`config.mk`:
```
export PLATFORM = sky130hd
export DESIGN_NAME = pms_seq
export DESIGN_NICKNAME = d
export VERILOG_FILES = /design/src/verilog/pms_pkg.sv /design/src/verilog/pms_down_cnt.sv /design/src/verilog/pms_seq.sv
export SDC_FILE = /design/constraint.sdc
export NUM_CORES = 1
export LEC_CHECK = 0
export BUFFER_PORTS_ARGS = -buffer_cell sky130_fd_sc_hd__buf_2
export CELL_PAD_IN_SITES_DETAIL_PLACEMENT = 0
export CELL_PAD_IN_SITES_GLOBAL_PLACEMENT = 1
export CORE_ASPECT_RATIO = 0.6
export CORE_MARGIN = 2
export CORE_UTILIZATION = 35
export CTS_CLUSTER_DIAMETER = 100
export DETAILED_ROUTE_END_ITERATION = 10
export PLACE_DENSITY_LB_ADDON = 0.12
export SLEW_MARGIN = 0
export SYNTH_ARGS = -nofsm -noshare
export SYNTH_HDL_FRONTEND = slang
export SYNTH_HIERARCHICAL = 1
export SYNTH_SLANG_ARGS = --single-unit
```
`constraint.sdc`:
```
create_clock -name i_sys_clk -period 3 [get_ports i_sys_clk]
set_input_delay 0.15 -clock i_sys_clk [delete_from_list [all_inputs] [get_ports i_sys_clk]]
set_output_delay 0.15 -clock i_sys_clk [all_outputs]
set_load 0.005 [all_outputs]
```
`src/verilog/pms_pkg.sv`:
```
// Purpose: Shared constants for the period-modulated phase sequencer
// Assumes: 40 MHz system clock, AXI4-Lite register access with 32-bit data
// Notes: Durations are counted in system clock cycles
package pms_pkg;
    localparam int unsigned CLK_HZ = 40_000_000;
    localparam int AXI_AW = 4;
    localparam int TMR_W = 20;

    // Register byte offsets
    localparam logic [AXI_AW-1:0] CTRL_OFS = 4'h0;
    localparam logic [AXI_AW-1:0] STAT_OFS = 4'h4;
    localparam logic [AXI_AW-1:0] CYC_OFS = 4'h8;

    // Control field positions
    localparam int CTRL_MODE_LSB = 0;
    localparam int CTRL_SPEED_BIT = 4;
    localparam int CTRL_RANGE_BIT = 5;
    localparam int CTRL_SLEEP_BIT = 6;
    localparam logic [6:0] CTRL_RST = 7'h40;

    // Status field positions
    localparam int STAT_PHASE_LSB = 0;
    localparam int STAT_COUNT_LSB = 4;
    localparam int STAT_MODE_LSB = 8;
    localparam int STAT_SPEED_BIT = 12;
    localparam int STAT_OUT_BIT = 13;
    localparam int STAT_RUN_BIT = 14;

    // Oscillator periods per phase
    localparam int unsigned N_SLOW = 1024;
    localparam int unsigned N_FAST = 128;

    // Constant part of each phase, in level units
    localparam logic [7:0] C0_SMALL = 8'h02;
    localparam logic [7:0] C0_LARGE = 8'h0c;

    // Phase counts per cycle
    localparam logic [2:0] PH_ONE = 3'h1;
    localparam logic [2:0] PH_THREE = 3'h3;
    localparam logic [2:0] PH_FOUR = 3'h4;
    localparam logic [2:0] PH_FIVE = 3'h5;

    typedef enum logic [3:0] {
        MODE_CAP_FIVE_SMALL, MODE_CAP_THREE_SMALL, MODE_CAP_FIVE_LARGE, MODE_CAP_EXTERNAL_MUX,
        MODE_CAP_THREE_VARIABLE, MODE_PLATINUM_4WIRE, MODE_NTC_SENSOR_4WIRE, MODE_PLATINUM_MULTI,
        MODE_NTC_SENSOR_MULTI, MODE_BRIDGE_VREF_WIDE, MODE_BRIDGE_VREF_NARROW, MODE_BRIDGE_IREF_WIDE,
        MODE_BRIDGE_IREF_NARROW, MODE_BRIDGE_RESISTORS_WIDE, MODE_BRIDGE_RESISTORS_NARROW,
        MODE_THREE_WIPER_SENSORS
    } pms_mode_t;

    typedef enum logic {
        SEQ_IDLE, SEQ_RUN
    } pms_seq_t;

    localparam logic [1:0] RESP_OKAY = 2'b00;
    localparam logic [1:0] RESP_SLVERR = 2'b10;
endpackage

```
`src/verilog/pms_down_cnt.sv`:
```
// Purpose: Loadable down counter timing one output interval
// Assumes: Load value is at least one
// Notes: o_done is high while the count stands at zero
`timescale 1ns/1ps
`default_nettype none
module pms_down_cnt #(
    parameter int W = 20
) (
    input wire logic i_clk,
    input wire logic i_rst_n,
    input wire logic i_load,
    input wire logic [W-1:0] i_value,
    output logic o_done
);
    logic [W-1:0] cnt_ff;

    always_ff @(posedge i_clk or negedge i_rst_n) begin
        if (!i_rst_n) begin
            cnt_ff <= '0;
        end else if (i_load) begin
            cnt_ff <= i_value - {{(W-1){1'b0}}, 1'b1};
        end else if (cnt_ff != '0) begin
            cnt_ff <= cnt_ff - {{(W-1){1'b0}}, 1'b1};
        end
    end

    assign o_done = (cnt_ff == '0);
endmodule
`default_nettype wire

```
`src/verilog/pms_seq.sv`:
```
// Purpose: Mode decode, phase sequencing and period-modulated output
// Assumes: i_meas_level is the measured quantity for the phase after the one shown on o_phase_idx
// Notes: Configuration comes from the control register over AXI4-Lite
`timescale 1ns/1ps
`default_nettype none
module pms_seq
    import pms_pkg::*;
#(
    parameter int unsigned N_SLOW_P = pms_pkg::N_SLOW,
    parameter int unsigned N_FAST_P = pms_pkg::N_FAST
) (
    input wire logic i_sys_clk,
    input wire logic i_nrst,
    input wire logic [pms_pkg::AXI_AW-1:0] s_axi_awaddr,
    input wire logic s_axi_awvalid,
    output logic s_axi_awready,
    input wire logic [31:0] s_axi_wdata,
    input wire logic [3:0] s_axi_wstrb,
    input wire logic s_axi_wvalid,
    output logic s_axi_wready,
    output logic [1:0] s_axi_bresp,
    output logic s_axi_bvalid,
    input wire logic s_axi_bready,
    input wire logic [pms_pkg::AXI_AW-1:0] s_axi_araddr,
    input wire logic s_axi_arvalid,
    output logic s_axi_arready,
    output logic [31:0] s_axi_rdata,
    output logic [1:0] s_axi_rresp,
    output logic s_axi_rvalid,
    input wire logic s_axi_rready,
    input wire logic [7:0] i_meas_level,
    output logic [2:0] o_phase_idx,
    output logic o_out,
    output logic o_out_oe
);
    import pms_pkg::*;

    logic rst_meta_ff;
    logic rst_n_ff;
    logic [6:0] ctrl_ff;
    logic aw_got_ff;
    logic w_got_ff;
    logic [AXI_AW-1:0] awaddr_ff;
    logic [31:0] wdata_ff;
    logic [3:0] wstrb_ff;
    pms_seq_t seq_ff;
    pms_mode_t mode_ff;
    logic speed_ff;
    logic range_ff;
    logic [2:0] count_ff;
    logic half_ff;
    logic [15:0] cyc_ff;
    logic tmr_load;
    logic [TMR_W-1:0] tmr_value;
    logic tmr_done;
    logic [2:0] nxt_count;
    logic [7:0] nxt_c0;
    logic [7:0] c0;
    logic [TMR_W-1:0] n_now;
    logic [TMR_W-1:0] n_nxt;
    logic sleep_on;
    logic wr_fire;
    logic wr_addr_ok;
    logic [31:0] rd_word;
    logic rd_err;
    logic cyc_end;
    logic cfg_take;

    localparam logic [TMR_W-1:0] N_SLOW_W = TMR_W'(N_SLOW_P);
    localparam logic [TMR_W-1:0] N_FAST_W = TMR_W'(N_FAST_P);

    // Reset release through two flops
    always_ff @(posedge i_sys_clk or negedge i_nrst) begin
        if (!i_nrst) begin
            rst_meta_ff <= 1'b0;
            rst_n_ff <= 1'b0;
        end else begin
            rst_meta_ff <= 1'b1;
            rst_n_ff <= rst_meta_ff;
        end
    end

    // AXI write: address and data taken in either order
    assign wr_fire = aw_got_ff && w_got_ff && !s_axi_bvalid;

    // Write decode; status and cycle words ignore writes but answer OKAY
    always_comb begin
        if (awaddr_ff == CTRL_OFS) begin
            wr_addr_ok = 1'b1;
        end else if (awaddr_ff == STAT_OFS) begin
            wr_addr_ok = 1'b1;
        end else if (awaddr_ff == CYC_OFS) begin
            wr_addr_ok = 1'b1;
        end else begin
            wr_addr_ok = 1'b0;
        end
    end

    always_ff @(posedge i_sys_clk or negedge rst_n_ff) begin
        if (!rst_n_ff) begin
            aw_got_ff <= 1'b0;
            w_got_ff <= 1'b0;
            awaddr_ff <= '0;
            wdata_ff <= '0;
            wstrb_ff <= '0;
            s_axi_awready <= 1'b0;
            s_axi_wready <= 1'b0;
            s_axi_bvalid <= 1'b0;
            s_axi_bresp <= RESP_OKAY;
        end else begin
            s_axi_awready <= !aw_got_ff && !s_axi_awready && !s_axi_bvalid;
            s_axi_wready <= !w_got_ff && !s_axi_wready && !s_axi_bvalid;
            if (s_axi_awvalid && s_axi_awready) begin
                aw_got_ff <= 1'b1;
                awaddr_ff <= s_axi_awaddr;
                s_axi_awready <= 1'b0;
            end
            if (s_axi_wvalid && s_axi_wready) begin
                w_got_ff <= 1'b1;
                wdata_ff <= s_axi_wdata;
                wstrb_ff <= s_axi_wstrb;
                s_axi_wready <= 1'b0;
            end
            if (wr_fire) begin
                s_axi_bvalid <= 1'b1;
                s_axi_bresp <= wr_addr_ok ? RESP_OKAY : RESP_SLVERR;
            end else if (s_axi_bvalid && s_axi_bready) begin
                s_axi_bvalid <= 1'b0;
                aw_got_ff <= 1'b0;
                w_got_ff <= 1'b0;
            end
        end
    end

    // Control register; only byte lane 0 holds bits
    always_ff @(posedge i_sys_clk or negedge rst_n_ff) begin
        if (!rst_n_ff) begin
            ctrl_ff <= CTRL_RST;
        end else if (wr_fire && awaddr_ff == CTRL_OFS && wstrb_ff[0]) begin
            ctrl_ff <= wdata_ff[6:0];
        end
    end

    // Read decode; unmapped words read as zero with an error response
    always_comb begin
        rd_word = 32'h0;
        rd_err = 1'b0;
        if (s_axi_araddr == CTRL_OFS) begin
            rd_word[6:0] = ctrl_ff;
        end else if (s_axi_araddr == STAT_OFS) begin
            rd_word[STAT_PHASE_LSB +: 3] = o_phase_idx;
            rd_word[STAT_COUNT_LSB +: 3] = count_ff;
            rd_word[STAT_MODE_LSB +: 4] = mode_ff;
            rd_word[STAT_SPEED_BIT] = speed_ff;
            rd_word[STAT_OUT_BIT] = o_out;
            rd_word[STAT_RUN_BIT] = (seq_ff == SEQ_RUN);
        end else if (s_axi_araddr == CYC_OFS) begin
            rd_word[15:0] = cyc_ff;
        end else begin
            rd_err = 1'b1;
        end
    end

    // AXI read
    always_ff @(posedge i_sys_clk or negedge rst_n_ff) begin
        if (!rst_n_ff) begin
            s_axi_arready <= 1'b0;
            s_axi_rvalid <= 1'b0;
            s_axi_rdata <= '0;
            s_axi_rresp <= RESP_OKAY;
        end else begin
            s_axi_arready <= !s_axi_arready && !s_axi_rvalid;
            if (s_axi_arvalid && s_axi_arready) begin
                s_axi_arready <= 1'b0;
                s_axi_rvalid <= 1'b1;
                s_axi_rdata <= rd_word;
                s_axi_rresp <= rd_err ? RESP_SLVERR : RESP_OKAY;
            end else if (s_axi_rvalid && s_axi_rready) begin
                s_axi_rvalid <= 1'b0;
            end
        end
    end

    // Mode decode of the pending configuration
    always_comb begin
        case (pms_mode_t'(ctrl_ff[CTRL_MODE_LSB +: 4]))
            MODE_CAP_FIVE_SMALL: nxt_count = PH_FIVE;
            MODE_CAP_THREE_SMALL: nxt_count = PH_THREE;
            MODE_CAP_FIVE_LARGE: nxt_count = PH_FIVE;
            MODE_CAP_EXTERNAL_MUX: nxt_count = PH_ONE;
            MODE_CAP_THREE_VARIABLE: nxt_count = PH_THREE;
            MODE_PLATINUM_4WIRE: nxt_count = PH_FOUR;
            MODE_NTC_SENSOR_4WIRE: nxt_count = PH_FOUR;
            MODE_PLATINUM_MULTI: nxt_count = PH_FIVE;
            MODE_NTC_SENSOR_MULTI: nxt_count = PH_FIVE;
            MODE_BRIDGE_VREF_WIDE: nxt_count = PH_THREE;
            MODE_BRIDGE_VREF_NARROW: nxt_count = PH_THREE;
            MODE_BRIDGE_IREF_WIDE: nxt_count = PH_THREE;
            MODE_BRIDGE_IREF_NARROW: nxt_count = PH_THREE;
            MODE_BRIDGE_RESISTORS_WIDE: nxt_count = PH_FIVE;
            MODE_BRIDGE_RESISTORS_NARROW: nxt_count = PH_FIVE;
            MODE_THREE_WIPER_SENSORS: nxt_count = PH_FIVE;
            default: nxt_count = PH_FIVE;
        endcase
        // Constant part follows the capacitance range
        case (pms_mode_t'(ctrl_ff[CTRL_MODE_LSB +: 4]))
            MODE_CAP_FIVE_SMALL, MODE_CAP_THREE_SMALL: nxt_c0 = C0_SMALL;
            MODE_CAP_EXTERNAL_MUX: nxt_c0 = ctrl_ff[CTRL_RANGE_BIT] ? C0_LARGE : C0_SMALL;
            default: nxt_c0 = C0_LARGE;
        endcase
    end

    assign c0 = range_ff ? C0_LARGE : C0_SMALL;
    assign n_now = speed_ff ? N_FAST_W : N_SLOW_W;
    assign n_nxt = ctrl_ff[CTRL_SPEED_BIT] ? N_FAST_W : N_SLOW_W;
    assign sleep_on = !ctrl_ff[CTRL_SLEEP_BIT];

    // Interval end that closes a cycle; mode 3 closes one at every interval
    assign cyc_end = tmr_done && (o_phase_idx == (count_ff - 3'h1));
    assign cfg_take = !sleep_on && (seq_ff == SEQ_IDLE || cyc_end);

    // Next interval length; the offset phase runs as two halves
    always_comb begin
        tmr_load = 1'b0;
        tmr_value = '0;
        if (seq_ff == SEQ_IDLE || cyc_end) begin
            tmr_load = !sleep_on;
            if (nxt_count == PH_ONE) begin
                tmr_value = TMR_W'(n_nxt * (nxt_c0 + i_meas_level));
            end else begin
                tmr_value = TMR_W'((n_nxt * nxt_c0) >> 1);
            end
        end else if (tmr_done) begin
            tmr_load = 1'b1;
            if (count_ff != PH_ONE && o_phase_idx == 3'h0 && !half_ff) begin
                tmr_value = TMR_W'((n_now * c0) >> 1);
            end else begin
                tmr_value = TMR_W'(n_now * (c0 + i_meas_level));
            end
        end
    end

    pms_down_cnt #(
        .W(TMR_W)
    ) u_tmr (
        .i_clk(i_sys_clk),
        .i_rst_n(rst_n_ff),
        .i_load(tmr_load),
        .i_value(tmr_value),
        .o_done(tmr_done)
    );

    // Output enable follows the sleep bit one edge later
    always_ff @(posedge i_sys_clk or negedge rst_n_ff) begin
        if (!rst_n_ff) begin
            o_out_oe <= 1'b0;
        end else begin
            o_out_oe <= !sleep_on;
        end
    end

    // Configuration taken only at a cycle boundary, so no cycle mixes two setups
    always_ff @(posedge i_sys_clk or negedge rst_n_ff) begin
        if (!rst_n_ff) begin
            mode_ff <= MODE_CAP_FIVE_SMALL;
            speed_ff <= 1'b0;
            range_ff <= 1'b0;
            count_ff <= PH_FIVE;
        end else if (cfg_take) begin
            mode_ff <= pms_mode_t'(ctrl_ff[CTRL_MODE_LSB +: 4]);
            speed_ff <= ctrl_ff[CTRL_SPEED_BIT];
            range_ff <= (nxt_c0 == C0_LARGE);
            count_ff <= nxt_count;
        end
    end

    // Completed cycles, wrapping
    always_ff @(posedge i_sys_clk or negedge rst_n_ff) begin
        if (!rst_n_ff) begin
            cyc_ff <= '0;
        end else if (seq_ff == SEQ_RUN && !sleep_on && cyc_end) begin
            cyc_ff <= cyc_ff + 16'h1;
        end
    end

    // Phase sequencer
    always_ff @(posedge i_sys_clk or negedge rst_n_ff) begin
        if (!rst_n_ff) begin
            seq_ff <= SEQ_IDLE;
            half_ff <= 1'b0;
            o_phase_idx <= 3'h0;
            o_out <= 1'b0;
        end else begin
            case (seq_ff)
                SEQ_IDLE: begin
                    if (!sleep_on) begin
                        seq_ff <= SEQ_RUN;
                        o_phase_idx <= 3'h0;
                        half_ff <= 1'b0;
                        o_out <= 1'b1;
                    end
                end
                SEQ_RUN: begin
                    if (sleep_on) begin
                        // Powered down: output floats and the cycle restarts later
                        seq_ff <= SEQ_IDLE;
                        o_out <= 1'b0;
                    end else if (tmr_done) begin
                        o_out <= !o_out;
                        if (count_ff != PH_ONE && o_phase_idx == 3'h0 && !half_ff) begin
                            half_ff <= 1'b1;
                        end else if (cyc_end) begin
                            // Cycle end: new configuration starts with the offset phase
                            o_phase_idx <= 3'h0;
                            half_ff <= 1'b0;
                        end else begin
                            o_phase_idx <= o_phase_idx + 3'h1;
                        end
                    end
                end
                default: seq_ff <= SEQ_IDLE;
            endcase
        end
    end
endmodule
`default_nettype wire
```
== Word level (Yosys, flattened, before mapping) ==
Memories as Yosys holds them, arrays and structs flattened.
Index checks and enable logic that the tools add are counted.

* Flip-flop bits (word level): 100
* ROM bits: 48
* Input bits: 59
* Output and inout bits: 46
* Logic and storage cells: 159
* Memories: 1

* $add $sub $neg: 7
* $mul: 4
* Equal/unequal tests: 16
* Muxes and demuxes: 60
* Bitwise gates (word level): 1
* Reductions and logical operators: 43

{| class="wikitable"
|+ Memory list
! name !! words !! bits a word !! rd ports !! clocked after Yosys merged registers in !! wr ports !! line !! RTL
|-
| (no name shown) || 16 || 3 || 1 || 0 || 0 || pms_seq.sv:186 || <nowiki>case (pms_mode_t'(ctrl_ff[CTRL_MODE_LSB +: 4]))</nowiki>
|}

{| class="wikitable"
|+ Operators with widths
! operator !! number
|-
| 2-to-1 mux 20 bit || 6
|-
| multiplier 11 x 9 -> 20 bit || 2
|-
| subtractor 20 x 1 -> 20 bit, second input constant || 2
|-
| 2-to-1 mux 1 bit || 33
|-
| 2-to-1 mux 11 bit || 2
|-
| 2-to-1 mux 3 bit || 7
|-
| logical AND 1 bit || 20
|-
| logical NOT 20 bit || 1
|-
| nonzero test 20 bit || 1
|-
| multiplier 11 x 8 -> 19 bit || 1
|-
| adder 16 x 1 -> 16 bit, second input constant || 1
|-
| 2-to-1 mux 16 bit || 1
|-
| multiplier 11 x 4 -> 15 bit || 1
|-
| 2-to-1 mux 7 bit || 2
|-
| logical NOT 4 bit || 3
|-
| adder 4 x 8 -> 9 bit || 1
|-
| adder 8 x 8 -> 9 bit || 1
|-
| logical NOT 1 bit || 9
|-
| 2-to-1 mux 9 bit || 1
|-
| == test 4 x 3 -> 1 bit, second input constant || 2
|-
| == test 4 bit, second input constant || 2
|-
| == test 8 x 4 -> 1 bit, second input constant || 1
|-
| 2-to-1 mux 4 bit || 2
|-
| one-hot mux 4 bit (2 select lines) || 1
|-
| other kinds (20) || 28
|}

== Depth between registers and ports, before layout ==
Gate-level depths: netlist of the first run.

* Depth after elaboration: 9
* Depth in mapped cells: 24
* Depth with buffers taken out: 24

== Hierarchy ==
The synthesis of the first run kept the hierarchy.

{| class="wikitable"
|+ Modules (own cells, without submodules)
! module !! times used !! cells an instance !! area an instance (µm²) !! sequential area each (µm²)
|-
| pms_seq || 1 || 522 || 5131.2 || 1930.6
|-
| pms_down_cnt || 1 || 158 || 1418.9 || 500.5
|}

== Worst setup path before layout of the first run ==
No wires, ideal clock.

* Path type: reg-to-reg
* Start: register u_tmr.cnt_ff[12]
* End: register u_tmr.cnt_ff[16]
* Library setup time: 136 ps
* Data arrival time: 4859 ps
* Required time: 2864 ps
* Slack: -1995 ps
* Cell stages (with the launch flop): 19
* Path buffers: 5
* Clock period less this slack: 4995 ps
* Cell sequence: dfrtp_1 > or4_1 > nor3_1 > nand2_1 > inv_1 > a41o_1 > nand2_1 > buf_2 > o21ai_0 > clkbuf_1 > clkbuf_1 > buf_1 > buf_2 > mux2i_1 > ha_1 > o221ai_1 > nor4b_2 > a21o_1 > a21oi_1

* Elaborated cells on any way between the ends: 13
* Classes of those cells: add/sub: 2; mux: 6; reduce/logical: 5

{| class="wikitable"
|+ RTL lines
! element !! line !! RTL
|-
| start: declaration || pms_down_cnt.sv:15 || <nowiki>logic [W-1:0] cnt_ff;</nowiki>
|-
| start signal: assignment || pms_down_cnt.sv:21 || <nowiki>cnt_ff <= i_value - {{(W-1){1'b0}}, 1'b1};</nowiki>
|-
| start signal: assignment || pms_down_cnt.sv:23 || <nowiki>cnt_ff <= cnt_ff - {{(W-1){1'b0}}, 1'b1};</nowiki>
|-
| logical NOT 20 bit * || pms_down_cnt.sv:27 || <nowiki>assign o_done = (cnt_ff == '0);</nowiki>
|-
| via tmr_done || pms_seq.sv:55 || <nowiki>logic tmr_done;</nowiki>
|-
| logical AND 1 bit || pms_seq.sv:219 || <nowiki>assign cyc_end = tmr_done && (o_phase_idx == (count_ff - 3'h1));</nowiki>
|-
| logical OR 1 bit || pms_seq.sv:226 || <nowiki>if (seq_ff == SEQ_IDLE || cyc_end) begin</nowiki>
|-
| 2-to-1 mux 1 bit * || pms_seq.sv:226 ||
|-
| via tmr_load || pms_seq.sv:53 || <nowiki>logic tmr_load;</nowiki>
|-
| 2-to-1 mux 20 bit or nonzero test 2 bit (tied branches) || -- ||
|}

The timed path passes the listed nets; every way through them passes the cells marked *. The select of a mux whose other input is x is not followed.
A chain may end at the register's enable or synchronous reset.

== Worst setup path in the final report of the first run ==
* Start: register ctrl_ff[0]
* End: register u_tmr.cnt_ff[15]

* Longest elaborated chain between the ends: 9
* Elaborated cells on any way between the ends: 14
* Classes of those cells: add/sub: 2; mul: 2; eq/ne: 3; mux: 4; reduce/logical: 2; memory: 1

{| class="wikitable"
|+ Ends and longest elaborated chain
! element !! line !! RTL
|-
| start: declaration || pms_seq.sv:40 || <nowiki>logic [6:0] ctrl_ff;</nowiki>
|-
| start signal: assignment || pms_seq.sv:140 || <nowiki>ctrl_ff <= wdata_ff[6:0];</nowiki>
|-
| == test 4 x 1 -> 1 bit or logical NOT 4 bit (tied branches) || pms_seq.sv:206 || <nowiki>case (pms_mode_t'(ctrl_ff[CTRL_MODE_LSB +: 4]))</nowiki>
|-
| OR reduction 2 bit || pms_seq.sv:206 ||
|-
| one-hot mux 4 bit (2 select lines) || pms_seq.sv:206 ||
|-
| adder 8 x 8 -> 9 bit || pms_seq.sv:229 || <nowiki>tmr_value = TMR_W'(n_nxt * (nxt_c0 + i_meas_level));</nowiki>
|-
| multiplier 11 x 9 -> 20 bit || pms_seq.sv:229 ||
|-
| 2-to-1 mux 20 bit * || pms_seq.sv:228 || <nowiki>if (nxt_count == PH_ONE) begin</nowiki>
|-
| 2-to-1 mux 20 bit * || pms_seq.sv:226 ||
|-
| via tmr_value[13] || pms_seq.sv:54 || <nowiki>logic [TMR_W-1:0] tmr_value;</nowiki>
|-
| subtractor 20 x 1 -> 20 bit * || pms_down_cnt.sv:21 ||
|-
| 2-to-1 mux 20 bit * || pms_down_cnt.sv:20 || <nowiki>end else if (i_load) begin</nowiki>
|}

The timed path passes the listed nets; every way through them passes the cells marked *.

==> flow_summary_export.csv, run 1 <==
group,metric,value,unit
status,status,"finished with violations",
status,violations,"negative setup slack",
drt,final_antenna_net_count,0,
worst_setup_path,crit_chain,"inv_2 > ha_4 > o311ai_4 > ha_1 > a21o_1 > a21oi_2 > buf_4 > xor2_2 > nor2_1 > ha_2 > ha_4 > ha_4 > inv_2 > fa_2 > o22ai_2 > mux2_4 > nor3b_4 > buf_6 > nand2_2 > or4_1 > nand2_1",
worst_setup_path,path_buf_inv,4,
clock_network,insertion_delay,0.36,ns
power_and_ir_drop,power.leakage,4.44,nW
clock_network,cts_buffers,9,
final_layout,seq_area,2440,µm²
place,dp_cells,1120,
drt,wl,18.5,mm
global_route,grt_start_max_net_pins,49,
final_layout,syn2layout_area_growth,45.1,%
drt,routed-via-count,5722,
floorplanning,rows,38,
drt,routed_via_density,4.83,
timing,max_slew.worst_pin.slew,0.662,ns
worst_setup_path,crit_type,"reg -> reg",
worst_hold_path,hold_path.class,"in -> reg",
global_route,grt_pass1_vias,5735,
worst_setup_path,critical_path_arrival,4.89,ns
drt,highest_layer,"met4",
final_layout,final_cells,1184,
final_layout,fill_cells,1624,
worst_setup_path,cpMostUsedCell,"ha_4",
clock_network,clk_pin_slew_worst_paths,0.08,ns
timing,setup_ws,-1.59,ns
final_layout,fin_util,52.2,%
worst_setup_path,rrSetupSlack,-1.59,ns
synth,synthCells,680,
timing,finalMaxSlewViolations,0,
timing,period_share,153,%
flow_run,max_cap_viol_count,0,
final_layout,multi_input_area,4540,µm²
timing,fin_skew,0.0137,ns
synth,postSynthAreaPerCell,9.63,µm²
drt,post-route-drc-count,0,
worst_setup_path,path_max_fanout,4,
worst_setup_path,cpLargestDelayFamily,"adder cells",
global_route,grt_usage,19.6,%
drt,drt-initial-drc-count,335,
drt,wl_met1,10.3,mm
global_route,grt_overflow,0,
place,gp_congestion,0.829,
power_and_ir_drop,pwr_density_cell,905,nW/µm²
worst_setup_path,endpoint_kind,"flip-flop",
power_and_ir_drop,clkPwrFrac,13.8,%
synth,ys_seq_area_share,37.1,%
clock_network,cts_root_buf,"clkbuf_16",
drt,drt-pass1-iter-count,4,
synth,synth-edff-count,0,
power_and_ir_drop,p_comb_share,63.3,%
floorplanning,dieArea,19900,µm²
synth,ys_warn_count,6,
worst_setup_path,crit_slowest_cell,"fa_2",
floorplanning,ios,105,
clock_network,cts_tree,"built",
power_and_ir_drop,sequentialPowerShare,22.9,%
synth,netlist_area,6550,µm²
floorplanning,initial_utilization,36.0,%
synth,async_reset_ff_share,100,%
global_route,antenna_found_initial,0,
clock_network,clkSinkCount,97,
global_route,grt_first_pass_wirelength,30.3,mm
floorplanning,die-height,110,µm
power_and_ir_drop,swShare,40.5,%
synth,ys_seq_elements,97,
worst_setup_path,startpoint_type,"flip-flop",
drt,wl_per_cell,15.6,µm
worst_setup_path,cp.required,3.30,ns
clock_network,cts_buffer_depth,2,
final_layout,nNetsFinal,1051,
power_and_ir_drop,p_sw,3.48,mW
timing,relSlewSlack,55.9,%
place,io_buffers,58,
final_layout,drive_gt1_share,41.1,%
synth,yosysUniqueCellTypes,69,
final_layout,num_antenna_cells,0,
clock_network,htreeDepth,3,
timing,setup_viol,13,
floorplanning,die_w,181,µm
timing,fmax,0.218,GHz
worst_setup_path,cpPeakStageDelay,0.52,ns
timing,layout_min_cycle_time,4.59,ns
timing,holdWs,0.0137,ns
place,dp_hpwl,14.1,mm
timing,rsz0062_at_grt,"true",
synth,synthFlopType,"dfrtp_1",
timing,final_hold_viol_count,0,
power_and_ir_drop,ir_drop,415,µV
floorplanning,core,18200,µm²
drt,route.met2.wl,7.39,mm
power_and_ir_drop,intPower,5.12,mW
drt,dr_wl_met3,696,µm
==> sequential cells by signal, summed over array words and instances, names as in the netlist, 3 cells and up <==
register and cells:
u_tmr/cnt_ff 20, cyc_ff 16, ctrl_ff 7, s_axi_rdata 16, o_phase_idx 3, awaddr_ff 4, mode_ff 4, wdata_ff 7
count_ff 3
==> metrics by stage <==
step                      setup TNS [ns]  power [mW]  setup slack (ns)  area (µm²)
after floorplan                   -13.27        4.72             -1.27        7020
after global routing              -16.57        9.28             -1.77        9510
after global placement            -13.74        6.46             -1.50        8360
after CTS                         -14.32        8.17             -1.57        9170
final                             -14.29        8.60             -1.59        9510
after detailed placement          -15.04        6.54             -1.62        8360
==> cell type report <==
| class | count | share of cell area, % |
|---|---|---|
| Inverter | 31 | 1.32 |
| Clock inverter | 7 | 0.842 |
| Tap cell | 240 | 3.16 |
| Clock buffer | 9 | 2.37 |
| Timing Repair Buffer | 244 | 19.0 |
| Sequential cell | 97 | 25.6 |
| Multi-Input combinational cell | 556 | 47.7 |
==> cells by family (layout without fill, tap and decap cells) <==
group,Yosys count,after routing,share of synthesized area (%)
other,2,48,0.115
AO/OA/AOI/OAI,130,130,13.1
buffers and inverters,73,291,5.62
adder cells (fa/ha/maj),53,53,10.6
XOR/XNOR,53,53,7.30
multiplexers,57,57,9.23
flip-flops,97,97,37.1
AND/OR/NAND/NOR,215,215,16.9
==> power by group through the flow <==
stage	Combinational [mW]	Sequential [mW]	Clock, mW
floorplan	2.77	1.95	0
global placement	4.50	1.96	0
detailed placement	4.56	1.98	0
CTS	4.98	1.97	1.23
global route	5.98	2.03	1.27
finish	5.44	1.97	1.18
==> synthesized netlist by cell type (4+ instances only) <==
library cell	number	area share, %
inv_1	30	1.7
buf_4	18	2.1
ha_1	49	9.4
nor3b_1	5	0.57
a22oi_1	8	0.92
nand2_1	62	3.6
mux2_2	27	4.6
nor3_1	20	1.5
clkbuf_1	17	0.97
o21ai_0	42	3.2
and3_1	6	0.57
fa_1	4	1.2
mux2i_1	30	4.6
nor2_1	46	2.6
o22ai_1	10	0.96
xnor2_1	27	3.6
a21o_1	7	0.80
nor2b_1	14	1.3
a21oi_1	27	2.1
dfrtp_1	94	36
nand3_1	17	1.3
a22o_1	4	0.53
o31ai_1	4	0.46
or4_1	5	0.57
nand4_1	7	0.67
xor2_1	25	3.3
or3_1	5	0.48
==> what timing repair did <==
action | CTS | global route
pin swaps | 47 | 50
hold endpoints to repair | 8 | 0
hold buffers | 5 | 0
buffers inserted | 34 | 26
resized for setup | 51 | 59
endpoints found under the setup margin | 19 | 24
==> cell usage in the layout (no fill, tap or decap), types with 5 or more instances in the layout <==
cell	n
a21o_1	7
a21oi_1	22
a22oi_1	7
buf_2	58
buf_4	157
buf_6	22
clkbuf_16	9
conb_1	48
dfrtp_1	91
dlygate4sd3_1	5
ha_1	33
ha_4	13
inv_1	22
inv_2	5
mux2_2	25
mux2i_1	26
nand2_1	58
nand2_2	5
nand3_1	15
nand4_1	7
nor2_1	43
nor2b_1	12
nor3_1	16
o21ai_0	36
o22ai_1	6
or3_1	5
xnor2_1	25
xor2_1	22
==> layer usage <==
layer,vias to the layer above,track usage (%)
met1,2741,29.7
li1,2864,-
met5,-,0
met2,104,28.5
met3,13,3.81
met4,0,4.21
==> path summary, 6_finish.rpt <==
check	depth (start not counted)	startpoint	endpoint
max	21	ctrl_ff[0]$_DFFE_PN0P_	u_tmr/cnt_ff[15]$_DFFE_PN0P_
min	2	s_axi_awaddr[2]	awaddr_ff[2]$_DFFE_PN0P_
max reg2reg	21	ctrl_ff[0]$_DFFE_PN0P_	u_tmr/cnt_ff[15]$_DFFE_PN0P_
min reg2reg	0	rst_meta_ff$_DFF_PN0_	rst_n_ff$_DFF_PN0_
max in group asynchronous	1	rst_n_ff$_DFF_PN0_	count_ff[2]$_DFFE_PN1P_
min in group asynchronous	2	i_nrst	rst_n_ff$_DFF_PN0_
(Power assumes the default switching activity.)
==> inputs of run 2 (changes only) <==
Settings changed: ABC_AREA set to 1, MAX_ROUTING_LAYER set to met4.
==> run 2 against run 1 <==
Effect of this change: the flow still finishes with violations (negative setup slack); die area is 9.0% higher; worst setup slack better by 0.41 ns; worst hold slack better by 0.014 ns; clock power about the same; via count is 19% higher; area after synthesis rose by 9.2%; maximum frequency grew 9.8%; cell area is 1.8% higher; combinational power is essentially flat; count of clock-buffer cells in the layout up 1; first-iteration DRC count grew 41%; non-clock buffer count fell by 31; critical endpoint is now u_tmr/cnt_ff[17]$_DFFE_PN0P_.
==> flow_summary_export.csv, run 2 <==
group,metric,value,unit
final_layout,seq_area,2440,µm²
clock_network,cts_tree,"built",
global_route,antenna_found_initial,0,
clock_network,clk_pin_slew_worst_paths,0.08,ns
drt,drt-initial-drc-count,473,
floorplanning,initial_utilization,35.7,%
power_and_ir_drop,p_total,8.62,mW
synth,async_reset_ff_share,100,%
synth,yosysMostFrequentCell,"nand2_1",
clock_network,cts_root_buf,"clkbuf_16",
floorplanning,die_w,189,µm
synth,synthCells,1002,
synth,yosys-top-cells-area,"dfrtp_1 (33%), nand2_1 (17%), ha_1 (8.6%), inv_1 (6.3%), nor2_1 (5.2%)",
worst_setup_path,critical_path_arrival,4.43,ns
floorplanning,die-height,115,µm
worst_setup_path,path_max_fanout,4,
worst_setup_path,cp.required,3.24,ns
synth,ys_seq_elements,97,
timing,rsz0062_at_grt,"true",
power_and_ir_drop,power.leakage,4.95,nW
clock_network,cts_buffer_depth,2,
drt,final_antenna_net_count,0,
clock_network,insertion_delay,0.35,ns
drt,drt-pass1-iter-count,5,
worst_setup_path,crit_slowest_cell,"dfrtp_2",
clock_network,htreeDepth,3,
timing,max_slew.worst_pin.slew,0.725,ns
final_layout,drive_gt1_share,31.5,%
final_layout,reg_top3,"u_tmr/cnt_ff: 20 flops, cyc_ff: 16 flops, s_axi_rdata: 16 flops",
place,gp_congestion,0.893,
global_route,grt_pass1_vias,6332,
clock_network,clkSinkCount,97,
drt,wl_per_cell,14.7,µm
worst_setup_path,startpoint_type,"flip-flop",
drt,routed_via_density,4.53,
worst_setup_path,endpoint_kind,"flip-flop",
final_layout,largest_reg_flops,20,
synth,synthTopCellsByCount,"nand2_1 (318), inv_1 (121), nor2_1 (100)",
timing,final_hold_viol_count,0,
synth,postSynthAreaPerCell,7.14,µm²
synth,ys_seq_area_share,34.0,%
final_layout,num_antenna_cells,0,
worst_hold_path,hold_path.class,"in -> reg",
final_layout,final_cell_mix,"nand2_1 (296), buf_4 (146), inv_1 (110), dfrtp_1 (92), nor2_1 (78)",
final_layout,layout_commonest_cell,"nand2_1",
floorplanning,ios,105,
global_route,grt_start_max_net_pins,53,
floorplanning,dieArea,21600,µm²
power_and_ir_drop,ir_drop,350,µV
final_layout,max_flop_register,"u_tmr/cnt_ff",
place,dp_hpwl,17.2,mm
global_route,grt_first_pass_wirelength,35.0,mm
timing,finalMaxSlewViolations,0,
worst_setup_path,cpMostUsedCell,"ha_4",
clock_network,cts_buffers,9,
final_layout,syn2layout_area_growth,35.3,%
timing,layout_min_cycle_time,4.18,ns
timing,fin_skew,0.0103,ns
place,io_buffers,58,
drt,routed-via-count,6798,
status,status,"finished with violations",
timing,relSlewSlack,51.7,%
drt,post-route-drc-count,0,
timing,fmax,0.239,GHz
global_route,grt_usage,21.8,%
flow_run,max_cap_viol_count,0,
power_and_ir_drop,pwr_density_cell,891,nW/µm²
place,place_worst_setup_slack,-1.30,ns
synth,synth-edff-count,0,
timing,period_share,139,%
synth,synth_top_cell_area_share,32.9,%
global_route,grt_overflow,0,
timing,setup_ws,-1.18,ns
synth,netlist_area,7160,µm²
final_layout,multi_input_area,4620,µm²
final_layout,final_cells,1502,
floorplanning,rows,40,
final_layout,fill_cells,2055,
floorplanning,core,20000,µm²
final_layout,nNetsFinal,1336,
worst_setup_path,crit_type,"reg -> reg",
drt,wl,22.1,mm
status,violations,"negative setup slack",
place,dp_cells,1450,
synth,ys_warn_count,6,
synth,yosysUniqueCellTypes,48,
synth,synth_top_cell_by_area,"dfrtp_1",
worst_setup_path,cpPeakStageDelay,0.42,ns
synth,synthFlopType,"dfrtp_1",
timing,setup_viol,13,
## run 2: changes by cell type after synthesis, sizes merged, moves of 10 or more
cell / before / now
clkbuf: 17 / 7
o21ai: 44 / 78
nor2: 47 / 109
mux2i: 30 / 2
xnor2: 27 / 1
inv: 30 / 132
mux2: 27 / 8
nand2: 64 / 325
nand3: 17 / 54
nor2b: 14 / 0
nor3: 20 / 10
## run 2: final timing paths
| check | cells after the start | from | slack [ns] | end |
|---|---|---|---|---|
| max | 29 | ctrl_ff[0]$_DFFE_PN0P_ | -1.18 | u_tmr/cnt_ff[17]$_DFFE_PN0P_ |
| min | 2 | s_axi_awaddr[1] | 0.03 | awaddr_ff[1]$_DFFE_PN0P_ |
| min reg2reg | 0 | rst_meta_ff$_DFF_PN0_ | 0.35 | rst_n_ff$_DFF_PN0_ |
| min in group asynchronous | 2 | i_nrst | 0.10 | rst_n_ff$_DFF_PN0_ |
| max in group asynchronous | 1 | rst_n_ff$_DFF_PN0_ | 1.87 | count_ff[0]$_DFFE_PN1P_ |
| max reg2reg | 29 | ctrl_ff[0]$_DFFE_PN0P_ | -1.18 | u_tmr/cnt_ff[17]$_DFFE_PN0P_ |
## run 2: cell families after synthesis
group / after synthesis / share of synthesized area (%)
AND/OR/NAND/NOR: 517 / 30.7
buffers and inverters: 172 / 11.1
AO/OA/AOI/OAI: 125 / 9.76
flip-flops: 97 / 34.0
adder cells (fa/ha/maj): 53 / 9.69
XOR/XNOR: 26 / 3.18
multiplexers: 10 / 1.54
other: 2 / 0.105
## run 2: area by class of cell
class / instances / share of cell area, %
clock buffers: 10 / 2.47
clock inverters: 6 / 0.543
inverters: 132 / 5.12
multi-input cells: 771 / 47.8
flip-flops and latches: 97 / 25.2
well taps: 273 / 3.53
repair buffers: 213 / 15.4
## run 2: power breakdown
part	total, mW	internal (mW)	switching (mW)
combinational	5.47	2.45	3.02
sequential	1.99	1.72	0.267
clock	1.16	0.598	0.564
## run 2: timing repair
action | CTS | global route
gates resized for setup | 45 | 59
pin swaps | 42 | 35
hold endpoints to repair | 3 | 0
endpoints found under the setup margin | 19 | 17
buffers inserted | 27 | 8
hold buffers | 2 | 0
## run 2: worst max-delay path, delay by kind of cell, from the launching register on
family / cells / cell delay (ns)
AO/OA/AOI/OAI: 3 / 0.30
XOR/XNOR: 2 / 0.28
adder cells (fa/ha/maj): 6 / 1.33
buffers and inverters: 6 / 0.54
flip-flops: 1 / 0.42
AND/OR/NAND/NOR: 12 / 1.19
## run 2: layer usage
layer / GRT usage, % / part of all wire, % / up-vias
met5: - / 0 / -
met4: 2.29 / 0.29 / 0
met2: 24.9 / 33 / 173
li1: - / - / 3559
met3: 4.46 / 6.8 / 4
met1: 37.2 / 60 / 3062
## run 2: through the flow
step	hold WS (ns)	cell area, µm²	TNS, ns	util [%]
after global routing	0.0155	9680	-16.05	48.4
after global placement	-0.0631	8720	-9.07	43.6
after floorplan	-0.146	7480	-5.70	-
after CTS	0.0138	9400	-11.70	47.0
final	0.0277	9680	-12.73	48.4
after detailed placement	-0.0632	8720	-9.88	43.6
